`config.mk`:
```
export PLATFORM = sky130hd
export DESIGN_NAME = pesc_top
export DESIGN_NICKNAME = d
export VERILOG_FILES = /design/src/pesc_pkg.sv /design/src/pesc_top.sv
export VERILOG_INCLUDE_DIRS = /design/src
export SDC_FILE = /design/constraint.sdc
export NUM_CORES = 1
export LEC_CHECK = 0
export BUFFER_PORTS_ARGS = -buffer_cell sky130_fd_sc_hd__buf_4
export CAP_MARGIN = 40
export CORE_AREA = 3 3 99 101
export DETAILED_ROUTE_END_ITERATION = 6
export DIE_AREA = 0 0 102 104
export PLACE_DENSITY_LB_ADDON = 0.08
export SETUP_SLACK_MARGIN = 0.02
export SLEW_MARGIN = 20
export SYNTH_ARGS = -nofsm -noshare
export SYNTH_HDL_FRONTEND = slang
export SYNTH_SLANG_ARGS = --single-unit
```
`constraint.sdc`:
```
create_clock -name i_ref_clk -period 6.6 [get_ports i_ref_clk]
set_input_delay 0.66 -clock i_ref_clk [delete_from_list [all_inputs] [get_ports i_ref_clk]]
set_output_delay 0.66 -clock i_ref_clk [all_outputs]
set_load 0.01 [all_outputs]
```
`src/pesc_consts.svh`:
```
// offsets, field positions, select codes and reset values of the event counter
`ifndef PESC_CONSTS_SVH
`define PESC_CONSTS_SVH

// register byte offsets
`define PESC_OFS_EVENT_SELECT_CTRL 4'h0
`define PESC_OFS_COUNTER_CONFIG_CTRL 4'h4
`define PESC_OFS_COUNT 4'h8
`define PESC_OFS_STATUS 4'hC

// event_select_ctrl fields
`define PESC_ES_SEL7_HI 31
`define PESC_ES_SEL6_HI 30
`define PESC_ES_SEL_LO 25
`define PESC_ES_MASK_HI 24
`define PESC_ES_MASK_LO 9
`define PESC_ES_RESET 32'h0000_0000
`define PESC_ES_WMASK 32'hFFFF_FE00

// counter_config_ctrl fields
`define PESC_CC_SEL_HI 15
`define PESC_CC_SEL_LO 13
`define PESC_CC_ENABLE 12
`define PESC_CC_RESET 32'h0000_0000
`define PESC_CC_WMASK 32'h0000_F000

// event select codes
`define PESC_CODE_SEQ_XFER 7'h05
`define PESC_CODE_UOPQ_WR 7'h09
`define PESC_CODE_MISPRED_BR 6'h05
`define PESC_CODE_RETIRED_BR 6'h04
`define PESC_CC_SEL_FRONT 3'h0
`define PESC_CC_SEL_BRANCH 3'h2

// mask bit positions, relative to the mask field
`define PESC_M_SEQ_XFER 0
`define PESC_M_SRC_BUILD 0
`define PESC_M_SRC_DELIVER 1
`define PESC_M_SRC_ROM 2
`define PESC_M_BR_COND 1
`define PESC_M_BR_CALL 2
`define PESC_M_BR_RETURN 3
`define PESC_M_BR_INDIRECT 4

`endif

```
`src/pesc_pkg.sv`:
```
// types shared by the event counter
`default_nettype none
package pesc_pkg;

  typedef enum logic [2:0] {
    PESC_EV_NONE,
    PESC_EV_SEQ_XFER,
    PESC_EV_UOPQ_WR,
    PESC_EV_MISPRED_BR,
    PESC_EV_RETIRED_BR
  } pesc_event_type;

  // pipeline occurrences, one cycle each
  typedef struct packed {
    logic seq_transfer_bit;
    logic [1:0] src_trace_build;
    logic [1:0] src_trace_deliver;
    logic [1:0] src_rom;
    logic br_valid;
    logic br_mispred;
    logic br_cond;
    logic br_call_direct;
    logic br_call_indirect;
    logic br_return;
    logic br_jump_indirect;
  } pesc_events_type;

endpackage
`default_nettype wire

```
`src/pesc_top.sv`:
```
// event selection and counting with an avalon-mm register slave
//
// Function
// - sequencer-transfer code 05H, mask bit0 counts transfers
// - code 09H counts valid uop queue writes
// - mask bit0 counts trace-build mode writes
// - mask bit1 counts trace-delivery mode writes
// - mask bit2 counts microcode rom writes
// - mispredicted branches: code 05H, config 02H
// - mispredict mask bits 1-4 select branch types
// - mispredict count may include rebuild/clear reports
// - retired branch event counts all outcomes
// - retired branch code 04H, bit2 all calls
`timescale 1ns/1ps
`default_nettype none
`include "pesc_consts.svh"

module pesc_top #(
  parameter int CNT_W = 32
) (
  input wire logic i_ref_clk,
  input wire logic i_reset,
  input wire logic i_clk_en,
  input wire logic [3:0] i_avs_address,
  input wire logic i_avs_read,
  input wire logic i_avs_write,
  input wire logic [31:0] i_avs_writedata,
  input wire logic [3:0] i_avs_byteenable,
  output logic [31:0] o_avs_readdata,
  output logic o_avs_waitrequest,
  input wire pesc_pkg::pesc_events_type i_events,
  output logic [CNT_W-1:0] o_count,
  output logic o_counting
);

  // counter wider than the bus word or too narrow to be useful is refused
  if (CNT_W < 8 || CNT_W > 32) begin : g_bad_cnt_w
    $error("pesc_top: CNT_W must lie in 8..32");
  end

  ////////////////////////////////////////////////////////////////////////////
  // helpers

  function automatic logic [31:0] merge_bytes(input logic [31:0] old_v,
                                              input logic [31:0] new_v,
                                              input logic [3:0] be);
    logic [31:0] r;
    r = old_v;
    for (int i = 0; i < 4; i++) begin
      if (be[i]) begin
        r[i*8 +: 8] = new_v[i*8 +: 8];
      end
    end
    return r;
  endfunction

  function automatic logic [2:0] count2(input logic [1:0] n, input logic en);
    return en ? {1'b0, n} : 3'h0;
  endfunction

  ////////////////////////////////////////////////////////////////////////////
  // registers

  logic [31:0] event_select_ctrl_q;
  logic [31:0] counter_config_ctrl_q;
  logic [CNT_W-1:0] count_q;
  logic wait_q;
  logic [31:0] rdata_q;
  logic counting_q;
  logic acc_now;
  logic wr_now;
  logic [31:0] count_word;
  pesc_pkg::pesc_event_type evt_sel;

  assign acc_now = (i_avs_read || i_avs_write) && !wait_q;
  assign wr_now = i_avs_write && !wait_q;
  assign count_word = 32'(count_q);

  // one wait state: a write lands at the edge where waitrequest is low, read data is taken at the edge before it
  always_ff @(posedge i_ref_clk) begin
    if (i_reset) begin
      wait_q <= 1'b1;
    end else if (i_clk_en) begin
      if (acc_now) begin
        wait_q <= 1'b1;
      end else if (i_avs_read || i_avs_write) begin
        wait_q <= 1'b0;
      end
    end
  end

  always_ff @(posedge i_ref_clk) begin
    if (i_reset) begin
      rdata_q <= 32'h0000_0000;
    end else if (i_clk_en && wait_q && i_avs_read) begin
      unique case (i_avs_address)
        `PESC_OFS_EVENT_SELECT_CTRL: rdata_q <= event_select_ctrl_q;
        `PESC_OFS_COUNTER_CONFIG_CTRL: rdata_q <= counter_config_ctrl_q;
        `PESC_OFS_COUNT: rdata_q <= count_word;
        `PESC_OFS_STATUS: rdata_q <= {29'h0000_0000, evt_sel};
        default: rdata_q <= 32'h0000_0000;
      endcase
    end
  end

  // software programs type choice through the mask field
  always_ff @(posedge i_ref_clk) begin
    if (i_reset) begin
      event_select_ctrl_q <= `PESC_ES_RESET;
    end else if (i_clk_en && wr_now && i_avs_address == `PESC_OFS_EVENT_SELECT_CTRL) begin
      event_select_ctrl_q <= merge_bytes(event_select_ctrl_q, i_avs_writedata,
                                         i_avs_byteenable) & `PESC_ES_WMASK;
    end
  end

  always_ff @(posedge i_ref_clk) begin
    if (i_reset) begin
      counter_config_ctrl_q <= `PESC_CC_RESET;
    end else if (i_clk_en && wr_now && i_avs_address == `PESC_OFS_COUNTER_CONFIG_CTRL) begin
      counter_config_ctrl_q <= merge_bytes(counter_config_ctrl_q, i_avs_writedata,
                                           i_avs_byteenable) & `PESC_CC_WMASK;
    end
  end

  ////////////////////////////////////////////////////////////////////////////
  // event selection

  logic [6:0] sel7;
  logic [5:0] sel6;
  logic [15:0] emask;
  logic [2:0] cc_sel;
  logic cc_en;

  assign sel7 = event_select_ctrl_q[`PESC_ES_SEL7_HI:`PESC_ES_SEL_LO];
  assign sel6 = event_select_ctrl_q[`PESC_ES_SEL6_HI:`PESC_ES_SEL_LO];
  assign emask = event_select_ctrl_q[`PESC_ES_MASK_HI:`PESC_ES_MASK_LO];
  assign cc_sel = counter_config_ctrl_q[`PESC_CC_SEL_HI:`PESC_CC_SEL_LO];
  assign cc_en = counter_config_ctrl_q[`PESC_CC_ENABLE];

  // same 05H code is split apart by the config select
  always_comb begin
    evt_sel = pesc_pkg::PESC_EV_NONE;
    if (cc_sel == `PESC_CC_SEL_FRONT) begin
      if (sel7 == `PESC_CODE_SEQ_XFER) begin
        evt_sel = pesc_pkg::PESC_EV_SEQ_XFER;
      end else if (sel7 == `PESC_CODE_UOPQ_WR) begin
        evt_sel = pesc_pkg::PESC_EV_UOPQ_WR;
      end
    end else if (cc_sel == `PESC_CC_SEL_BRANCH) begin
      if (sel6 == `PESC_CODE_MISPRED_BR) begin
        evt_sel = pesc_pkg::PESC_EV_MISPRED_BR;
      end else if (sel6 == `PESC_CODE_RETIRED_BR) begin
        evt_sel = pesc_pkg::PESC_EV_RETIRED_BR;
      end
    end
  end

  ////////////////////////////////////////////////////////////////////////////
  // increment per cycle

  logic [3:0] uopq_inc;
  logic br_any_mispred;
  logic br_any_retired;
  logic [3:0] inc;

  always_comb begin
    uopq_inc = 4'(count2(i_events.src_trace_build, emask[`PESC_M_SRC_BUILD]))
             + 4'(count2(i_events.src_trace_deliver, emask[`PESC_M_SRC_DELIVER]))
             + 4'(count2(i_events.src_rom, emask[`PESC_M_SRC_ROM]));
  end

  // one count per branch even when several chosen types match
  always_comb begin
    br_any_mispred = (emask[`PESC_M_BR_COND] && i_events.br_cond)
                  || (emask[`PESC_M_BR_CALL] && i_events.br_call_indirect)
                  || (emask[`PESC_M_BR_RETURN] && i_events.br_return)
                  || (emask[`PESC_M_BR_INDIRECT] && (i_events.br_return
                      || i_events.br_call_indirect || i_events.br_jump_indirect));
    br_any_retired = (emask[`PESC_M_BR_COND] && i_events.br_cond)
                  || (emask[`PESC_M_BR_CALL] && (i_events.br_call_direct
                      || i_events.br_call_indirect))
                  || (emask[`PESC_M_BR_RETURN] && i_events.br_return)
                  || (emask[`PESC_M_BR_INDIRECT] && (i_events.br_return
                      || i_events.br_call_indirect || i_events.br_jump_indirect));
  end

  always_comb begin
    inc = 4'h0;
    unique case (evt_sel)
      pesc_pkg::PESC_EV_NONE: inc = 4'h0;
      pesc_pkg::PESC_EV_SEQ_XFER:
        inc = {3'h0, emask[`PESC_M_SEQ_XFER] && i_events.seq_transfer_bit};
      pesc_pkg::PESC_EV_UOPQ_WR: inc = uopq_inc;
      // mispredict reports raised by rebuilds or clears are not filtered
      pesc_pkg::PESC_EV_MISPRED_BR:
        inc = {3'h0, i_events.br_valid && i_events.br_mispred && br_any_mispred};
      // taken and not taken alike
      pesc_pkg::PESC_EV_RETIRED_BR:
        inc = {3'h0, i_events.br_valid && br_any_retired};
    endcase
  end

  ////////////////////////////////////////////////////////////////////////////
  // counter

  // a software write to the count wins over an increment in that cycle
  always_ff @(posedge i_ref_clk) begin
    if (i_reset) begin
      count_q <= '0;
    end else if (i_clk_en) begin
      if (wr_now && i_avs_address == `PESC_OFS_COUNT) begin
        count_q <= CNT_W'(merge_bytes(count_word, i_avs_writedata, i_avs_byteenable));
      end else if (cc_en) begin
        count_q <= count_q + CNT_W'(inc);
      end
    end
  end

  always_ff @(posedge i_ref_clk) begin
    if (i_reset) begin
      counting_q <= 1'b0;
    end else if (i_clk_en) begin
      counting_q <= cc_en && (evt_sel != pesc_pkg::PESC_EV_NONE);
    end
  end

  assign o_avs_readdata = rdata_q;
  assign o_avs_waitrequest = wait_q;
  assign o_count = count_q;
  assign o_counting = counting_q;

endmodule

`default_nettype wire

```
==> After elaboration in Yosys (flattened, before gate mapping) <==
Cells that the tools add are included.
{ "classes": {"multipliers": 0, "muxes": 19, "n_lt_le_gt_ge": 0, "n_shift": 0, "reduce_logical": 44, "n_addsub": 3, "bitwise_logic": 0, "div_mod_pow": 0, "n_eq_ne": 16} }
{ "ops": {"columns": ["op", "count"], "rows": [
  ["32-bit case mux with 4 select lines", 1],
  ["32-bit 2-to-1 mux", 2],
  ["32-bit by 4-bit adder with 32-bit output", 1],
  ["8-bit 2-to-1 mux", 4],
  ["4-bit case mux with 5 select lines", 1],
  ["1-bit logical AND", 18],
  ["6-bit by 3-bit == test with 1-bit output, second input constant", 2],
  ["3-bit 2-to-1 mux", 4],
  ["3-bit AND reduction", 4],
  ["1-bit logical OR", 10],
  ["2-bit 2-to-1 mux", 5],
  ["2-bit AND reduction", 5],
  ["3-bit by 2-bit == test with 1-bit output, second input constant", 3],
  ["4-bit == test, second input constant", 2],
  ["2-bit != test, second input constant", 4],
  ["7-bit by 3-bit == test with 1-bit output, second input constant", 1],
  ["7-bit by 4-bit == test with 1-bit output, second input constant", 1],
  ["3-bit zero test", 2],
  ["3-bit by 2-bit adder with 4-bit output", 1],
  ["4-bit by 3-bit == test with 1-bit output, second input constant", 1],
  ["4-bit zero test", 1],
  ["2-bit nonzero test", 2],
  ["2-bit by 2-bit adder with 3-bit output", 1],
  ["3-bit by 1-bit == test with 1-bit output, second input constant", 1],
  ["other kinds (4)", 5]
]} }
{ "totals": {"input_bits": 59, "ramBits": 0, "latchBits": 0, "mem_bits_ro": 0, "out_inout_bits": 66, "reg_bits": 93, "n_memories": 0} }

==> Longest topological paths before layout <==
{ "logic_depth": {"word_depth": 10, "ltp_mapped": 14, "depth_no_buf": 13} }

==> Least setup slack after synthesis <==
No wires, ideal clock.
{ "synth_path": {"path_kind": "reg2reg", "startpoint": "register counter_config_ctrl_q[15]", "endpoint": "register count_q[28], in the netlist o_count[28]", "setup_ns": 0.136, "path_stages_with_launch": 13, "t_arrival_ns": 3.424, "n_path_buf": 0, "synth_period_minus_slack_ns": 3.560, "setup_slack_ns": 3.040, "cell_sequence": "dfxtp_1 > or4_1 > or4_1 > a21bo_2 > o21a_1 > ha_1 > inv_1 > fa_1 > nand2b_1 > a211o_1 > or4_1 > o211ai_1 > o311ai_1"} }
{ "synth_between": {"elab_chain_cells": 8, "word_cells_on_any_way": 13} }
{ "synth_lines": {"columns": ["element", "line_no", "rtl"], "rows": [
  ["from (decl)", "pesc_top.sv:65", "logic [31:0] counter_config_ctrl_q;"],
  ["from (signal assigned)", "pesc_top.sv:118", "counter_config_ctrl_q <= `PESC_CC_RESET;"],
  ["from (signal assigned)", "pesc_top.sv:120", "counter_config_ctrl_q <= merge_bytes(counter_config_ctrl_q, i_avs_writedata,"],
  ["3-bit by 2-bit == test with 1-bit output (no source line)", null, null],
  ["3-bit 2-to-1 mux", "pesc_top.sv:149", "end else if (cc_sel == `PESC_CC_SEL_BRANCH) begin"],
  ["3-bit 2-to-1 mux *", "pesc_top.sv:143", "if (cc_sel == `PESC_CC_SEL_FRONT) begin"],
  ["3-bit == test (tied with other cells)", "pesc_top.sv:189", "unique case (evt_sel)"],
  ["4-bit case mux with 5 select lines *", "pesc_top.sv:189", null],
  ["32-bit by 4-bit adder with 32-bit output *", "pesc_top.sv:214", "count_q <= count_q + CNT_W'(inc);"],
  ["32-bit 2-to-1 mux *", "pesc_top.sv:213", "end else if (cc_en) begin"],
  ["32-bit 2-to-1 mux *", "pesc_top.sv:211", "if (wr_now && i_avs_address == `PESC_OFS_COUNT) begin"],
  ["to (signal assigned)", "pesc_top.sv:212", "count_q <= CNT_W'(merge_bytes(count_word, i_avs_writedata, i_avs_byteenable));"],
  ["to (signal assigned)", "pesc_top.sv:214", null],
  ["to (decl)", "pesc_top.sv:66", "logic [CNT_W-1:0] count_q;"]
]} }
Every way passes the cells marked *; elsewhere a longest branch is shown, timed or not. The select of a mux whose other input is x is not followed.
A chain may end at the register's enable or synchronous reset.

==> Worst setup path after layout <==
{ "layout_path": {"startpoint": "register event_select_ctrl_q[31]", "endpoint": "register count_q[30], in the netlist o_count[30]"} }
{ "layout_between": {"elab_chain_cells": 9, "word_cells_on_any_way": 14} }
{ "layout_lines": {"columns": ["element", "line_no", "rtl"], "rows": [
  ["from (decl)", "pesc_top.sv:64", "logic [31:0] event_select_ctrl_q;"],
  ["from (signal assigned)", "pesc_top.sv:109", "event_select_ctrl_q <= `PESC_ES_RESET;"],
  ["from (signal assigned)", "pesc_top.sv:111", "event_select_ctrl_q <= merge_bytes(event_select_ctrl_q, i_avs_writedata,"],
  ["7-bit by 4-bit == test with 1-bit output (no source line)", null, null],
  ["2-bit 2-to-1 mux", "pesc_top.sv:146", "end else if (sel7 == `PESC_CODE_UOPQ_WR) begin"],
  ["2-bit 2-to-1 mux *", "pesc_top.sv:144", "if (sel7 == `PESC_CODE_SEQ_XFER) begin"],
  ["3-bit 2-to-1 mux *", "pesc_top.sv:143", null],
  ["3-bit == test (tied with other cells)", "pesc_top.sv:189", null],
  ["4-bit case mux with 5 select lines *", "pesc_top.sv:189", null],
  ["32-bit by 4-bit adder with 32-bit output *", "pesc_top.sv:214", null],
  ["32-bit 2-to-1 mux *", "pesc_top.sv:213", null],
  ["32-bit 2-to-1 mux *", "pesc_top.sv:211", null]
]} }
Marks and branches as above.

==> flow_metrics.env <==
export IMPL_fin_skew_ns=0.0178
export IMPL_syn_to_final_growth_pct=22.7
export IMPL_synth_distinct_cells=73
export IMPL_arrival_ns=4.40
export IMPL_min_delay_start="event_select_ctrl_q[14]"
export IMPL_r2r_slack_ns=2.50
export IMPL_netlist_area_um2=5190
export IMPL_cp_max_fo=7
export IMPL_gp_congestion=0.906
export IMPL_rr_endpoint="o_count[30]"
export IMPL_synthSimpleGateAreaFrac_pct=28.0
export IMPL_hpwl_um=12400
export IMPL_cts_sinks=93
export IMPL_whs_ns=0.464
export IMPL_worstSetupStartpoint="event_select_ctrl_q[31]"
export IMPL_clock_latency_ns=0.38
export IMPL_peakVddDrop_uv=108
export IMPL_syn_nets=721
export IMPL_synth_compound_area_share_pct=24.8
export IMPL_nNetsFinal=819
export IMPL_p_leak_nw=2.43
export IMPL_firstDrtPassIters=7
export IMPL_cts_tree="done"
export IMPL_status="finished clean"
export IMPL_clockBufferDepth=2
export IMPL_crit_end="o_count[30]"
export IMPL_die_height_um=104
export IMPL_r2r_start="event_select_ctrl_q[31]"
export IMPL_relSlewSlack_pct=48.1
export IMPL_fmax_ghz=0.244
export IMPL_initialDrtViolationCount=571
export IMPL_synthCells=653
export IMPL_min_period_ns=4.10
export IMPL_synth_xor_area_share_pct=0.338
export IMPL_yosysTopAreaCellShare_pct=35.9
export IMPL_core_area_um2=9110
export IMPL_final_cells=867
export IMPL_synth_warnings=0
export IMPL_hp_class="reg2reg"
export IMPL_yosys_top_cells_area="dfxtp_1 36%, nand2_1 5.8%, a21oi_1 5.5%"
export IMPL_ios=125
export IMPL_post_cts_buffers=0
export IMPL_start_util_pct=57.0
export IMPL_reg2reg_depth=13
export IMPL_grt_setup_unrepaired="no"
export IMPL_ys_flop_type="dfxtp_1"
export IMPL_grt_max_degree=71
export IMPL_die_area_um2=10600
export IMPL_drive_gt1_share_pct=22.4
export IMPL_wire_per_inst_um=19.5
export IMPL_drc=0
export IMPL_synth_edf_count=0
export IMPL_hold_buffers=0
export IMPL_worst_setup_path_start_kind="register"
export IMPL_antenna_found_initial=0
export IMPL_critPathRequiredTime_ns=6.90
export IMPL_setup_viol=0
export IMPL_crit_path_end_kind="register"
export IMPL_synthMuxAreaShare_pct=2.53
export IMPL_diodes=0
export IMPL_htree_levels=3
export IMPL_grt_pass1_vias=5053
export IMPL_gr_total_overflow=0
export IMPL_yosys_area_share_adder_pct=2.60
export IMPL_powerDensity_nw_per_um2=179
export IMPL_fin_tns_setup_ns=0
export IMPL_drv_cap=0
export IMPL_io_buffers=124
export IMPL_grt_pass1_wl_um=26500
export IMPL_grt_use_total_pct=31.3
export IMPL_dp_cells=851
export IMPL_clkSlewWorstSetupHoldPaths_ns=0.11
export IMPL_cts_buffers=9
export IMPL_synth_most_common_cell="dfxtp_1"
export IMPL_postRouteAntennaNets=0
export IMPL_synth_area_leader_cell="dfxtp_1"
export IMPL_vias_per_cell=6.49
export IMPL_wl_um=16900
export IMPL_period_share_pct=62.1
export IMPL_avgSynthCellArea_um2=7.95
export IMPL_die_w_um=102
export IMPL_path_class="reg2reg"
export IMPL_std_cell_rows=35
export IMPL_tightest_slew_ns=0.778
export IMPL_seq_area_frac_synth_pct=35.9
export IMPL_cts_resized=0
export IMPL_synth_commonest_cells="93 x dfxtp_1, 80 x nand2_1, 57 x a21oi_1"
export IMPL_ys_async_sr_fraction_pct=0
export IMPL_slew_violations=0
export IMPL_ys_ff_latch=93
export IMPL_hold_violations=0
export IMPL_clockRootBuffer="clkbuf_8"
export IMPL_synth_top_family_by_area="simple AND/OR/NAND/NOR gates"
export IMPL_vias=5624
-- area by class of cell --
class                           instances  area, µm²
Clock buffer                            9        124
Timing Repair Buffer                  133       1030
Sequential cell                        93       1860
Inverter                               23       86.3
Tap cell                              111        139
Clock inverter                          7        103
Multi-Input combinational cell        491       3030
Fill cell                             769       2740
-- per-layer routing --
layer / vias to the layer above / track usage, % / wire [µm]
met4: 0 / 9.28 / 278
met2: 273 / 46.0 / 7730
li1: 2630 / - / -
met3: 29 / 5.30 / 1630
met5: - / 0 / 0
met1: 2692 / 46.6 / 7240
-- sequential cells by signal, summed over array words and instances (netlist names) --
name and flops:
o_avs_readdata 32, o_count 32, event_select_ctrl_q 23, counter_config_ctrl_q 4, o_avs_waitrequest 1, o_counting 1
-- cells in the final DEF, fill, tap and decap left out, types with 4 or more instances in the layout --
| master | n |
|---|---|
| a211oi_1 | 8 |
| a21oi_1 | 57 |
| a221oi_1 | 19 |
| a22oi_1 | 14 |
| a31oi_1 | 4 |
| and2_1 | 6 |
| and3_1 | 10 |
| and4_1 | 5 |
| buf_4 | 131 |
| clkbuf_8 | 9 |
| dfxtp_1 | 93 |
| ha_1 | 6 |
| inv_1 | 23 |
| mux2i_1 | 12 |
| nand2_1 | 80 |
| nand3_1 | 36 |
| nand4_1 | 9 |
| nor2_1 | 51 |
| nor2b_1 | 10 |
| nor3_1 | 35 |
| nor4_1 | 13 |
| o211ai_1 | 5 |
| o21ai_0 | 16 |
| o21ai_1 | 6 |
| o31a_1 | 4 |
| o32ai_1 | 8 |
| or4_1 | 8 |
-- critical path, cell delays in order, from the launching register on --
cell and delay [ns]:
dfxtp_1 0.36, or4b_1 0.58, a211oi_1 0.39, nand4_1 0.16, a21oi_1 0.15, o21a_1 0.15, ha_1 0.18, inv_1 0.07
fa_1 0.40, nand2b_1 0.22, a211oi_2 0.49, nand3_2 0.18, or4_1 0.53, a41oi_2 0.18
-- worst min path at each step --
stage | slack (ns) | to | cells past startpoint
after CTS | 0.46 | event_select_ctrl_q[14] | 2
after global placement | 0.44 | event_select_ctrl_q[19] | 2
after floorplan | 0.44 | event_select_ctrl_q[14] | 2
final | 0.46 | event_select_ctrl_q[14] | 2
after global routing | 0.49 | event_select_ctrl_q[14] | 2
after detailed placement | 0.45 | event_select_ctrl_q[14] | 2
-- cell families after synthesis --
group / count (synthesis)
AOI/OAI and AO/OA: 182
xor gates and xnor gates: 2
DFF: 93
and+or+nand+nor: 285
muxes: 13
buffers and inverters: 69
adders and majority gates: 9
-- power breakdown --
part | internal (mW) | switching [mW]
Combinational | 0.0489 | 0.0644
Sequential | 0.570 | 0.00576
Clock | 0.220 | 0.230
Total | 0.838 | 0.300
-- metrics by stage --
| stage | utilization (%) | setup slack, ns | total power [mW] | area, µm² |
|---|---|---|---|---|
| floorplan | - | 3.04 | 0.638 | 5190 |
| global placement | 67.0 | 2.76 | 0.698 | 6100 |
| detailed placement | 67.4 | 2.62 | 0.700 | 6140 |
| CTS | 69.9 | 2.57 | 1.14 | 6370 |
| global route | 69.9 | 2.27 | 1.17 | 6370 |
| finish | 69.9 | 2.50 | 1.14 | 6370 |
No activity file was read; power rests on OpenSTA's default activity.
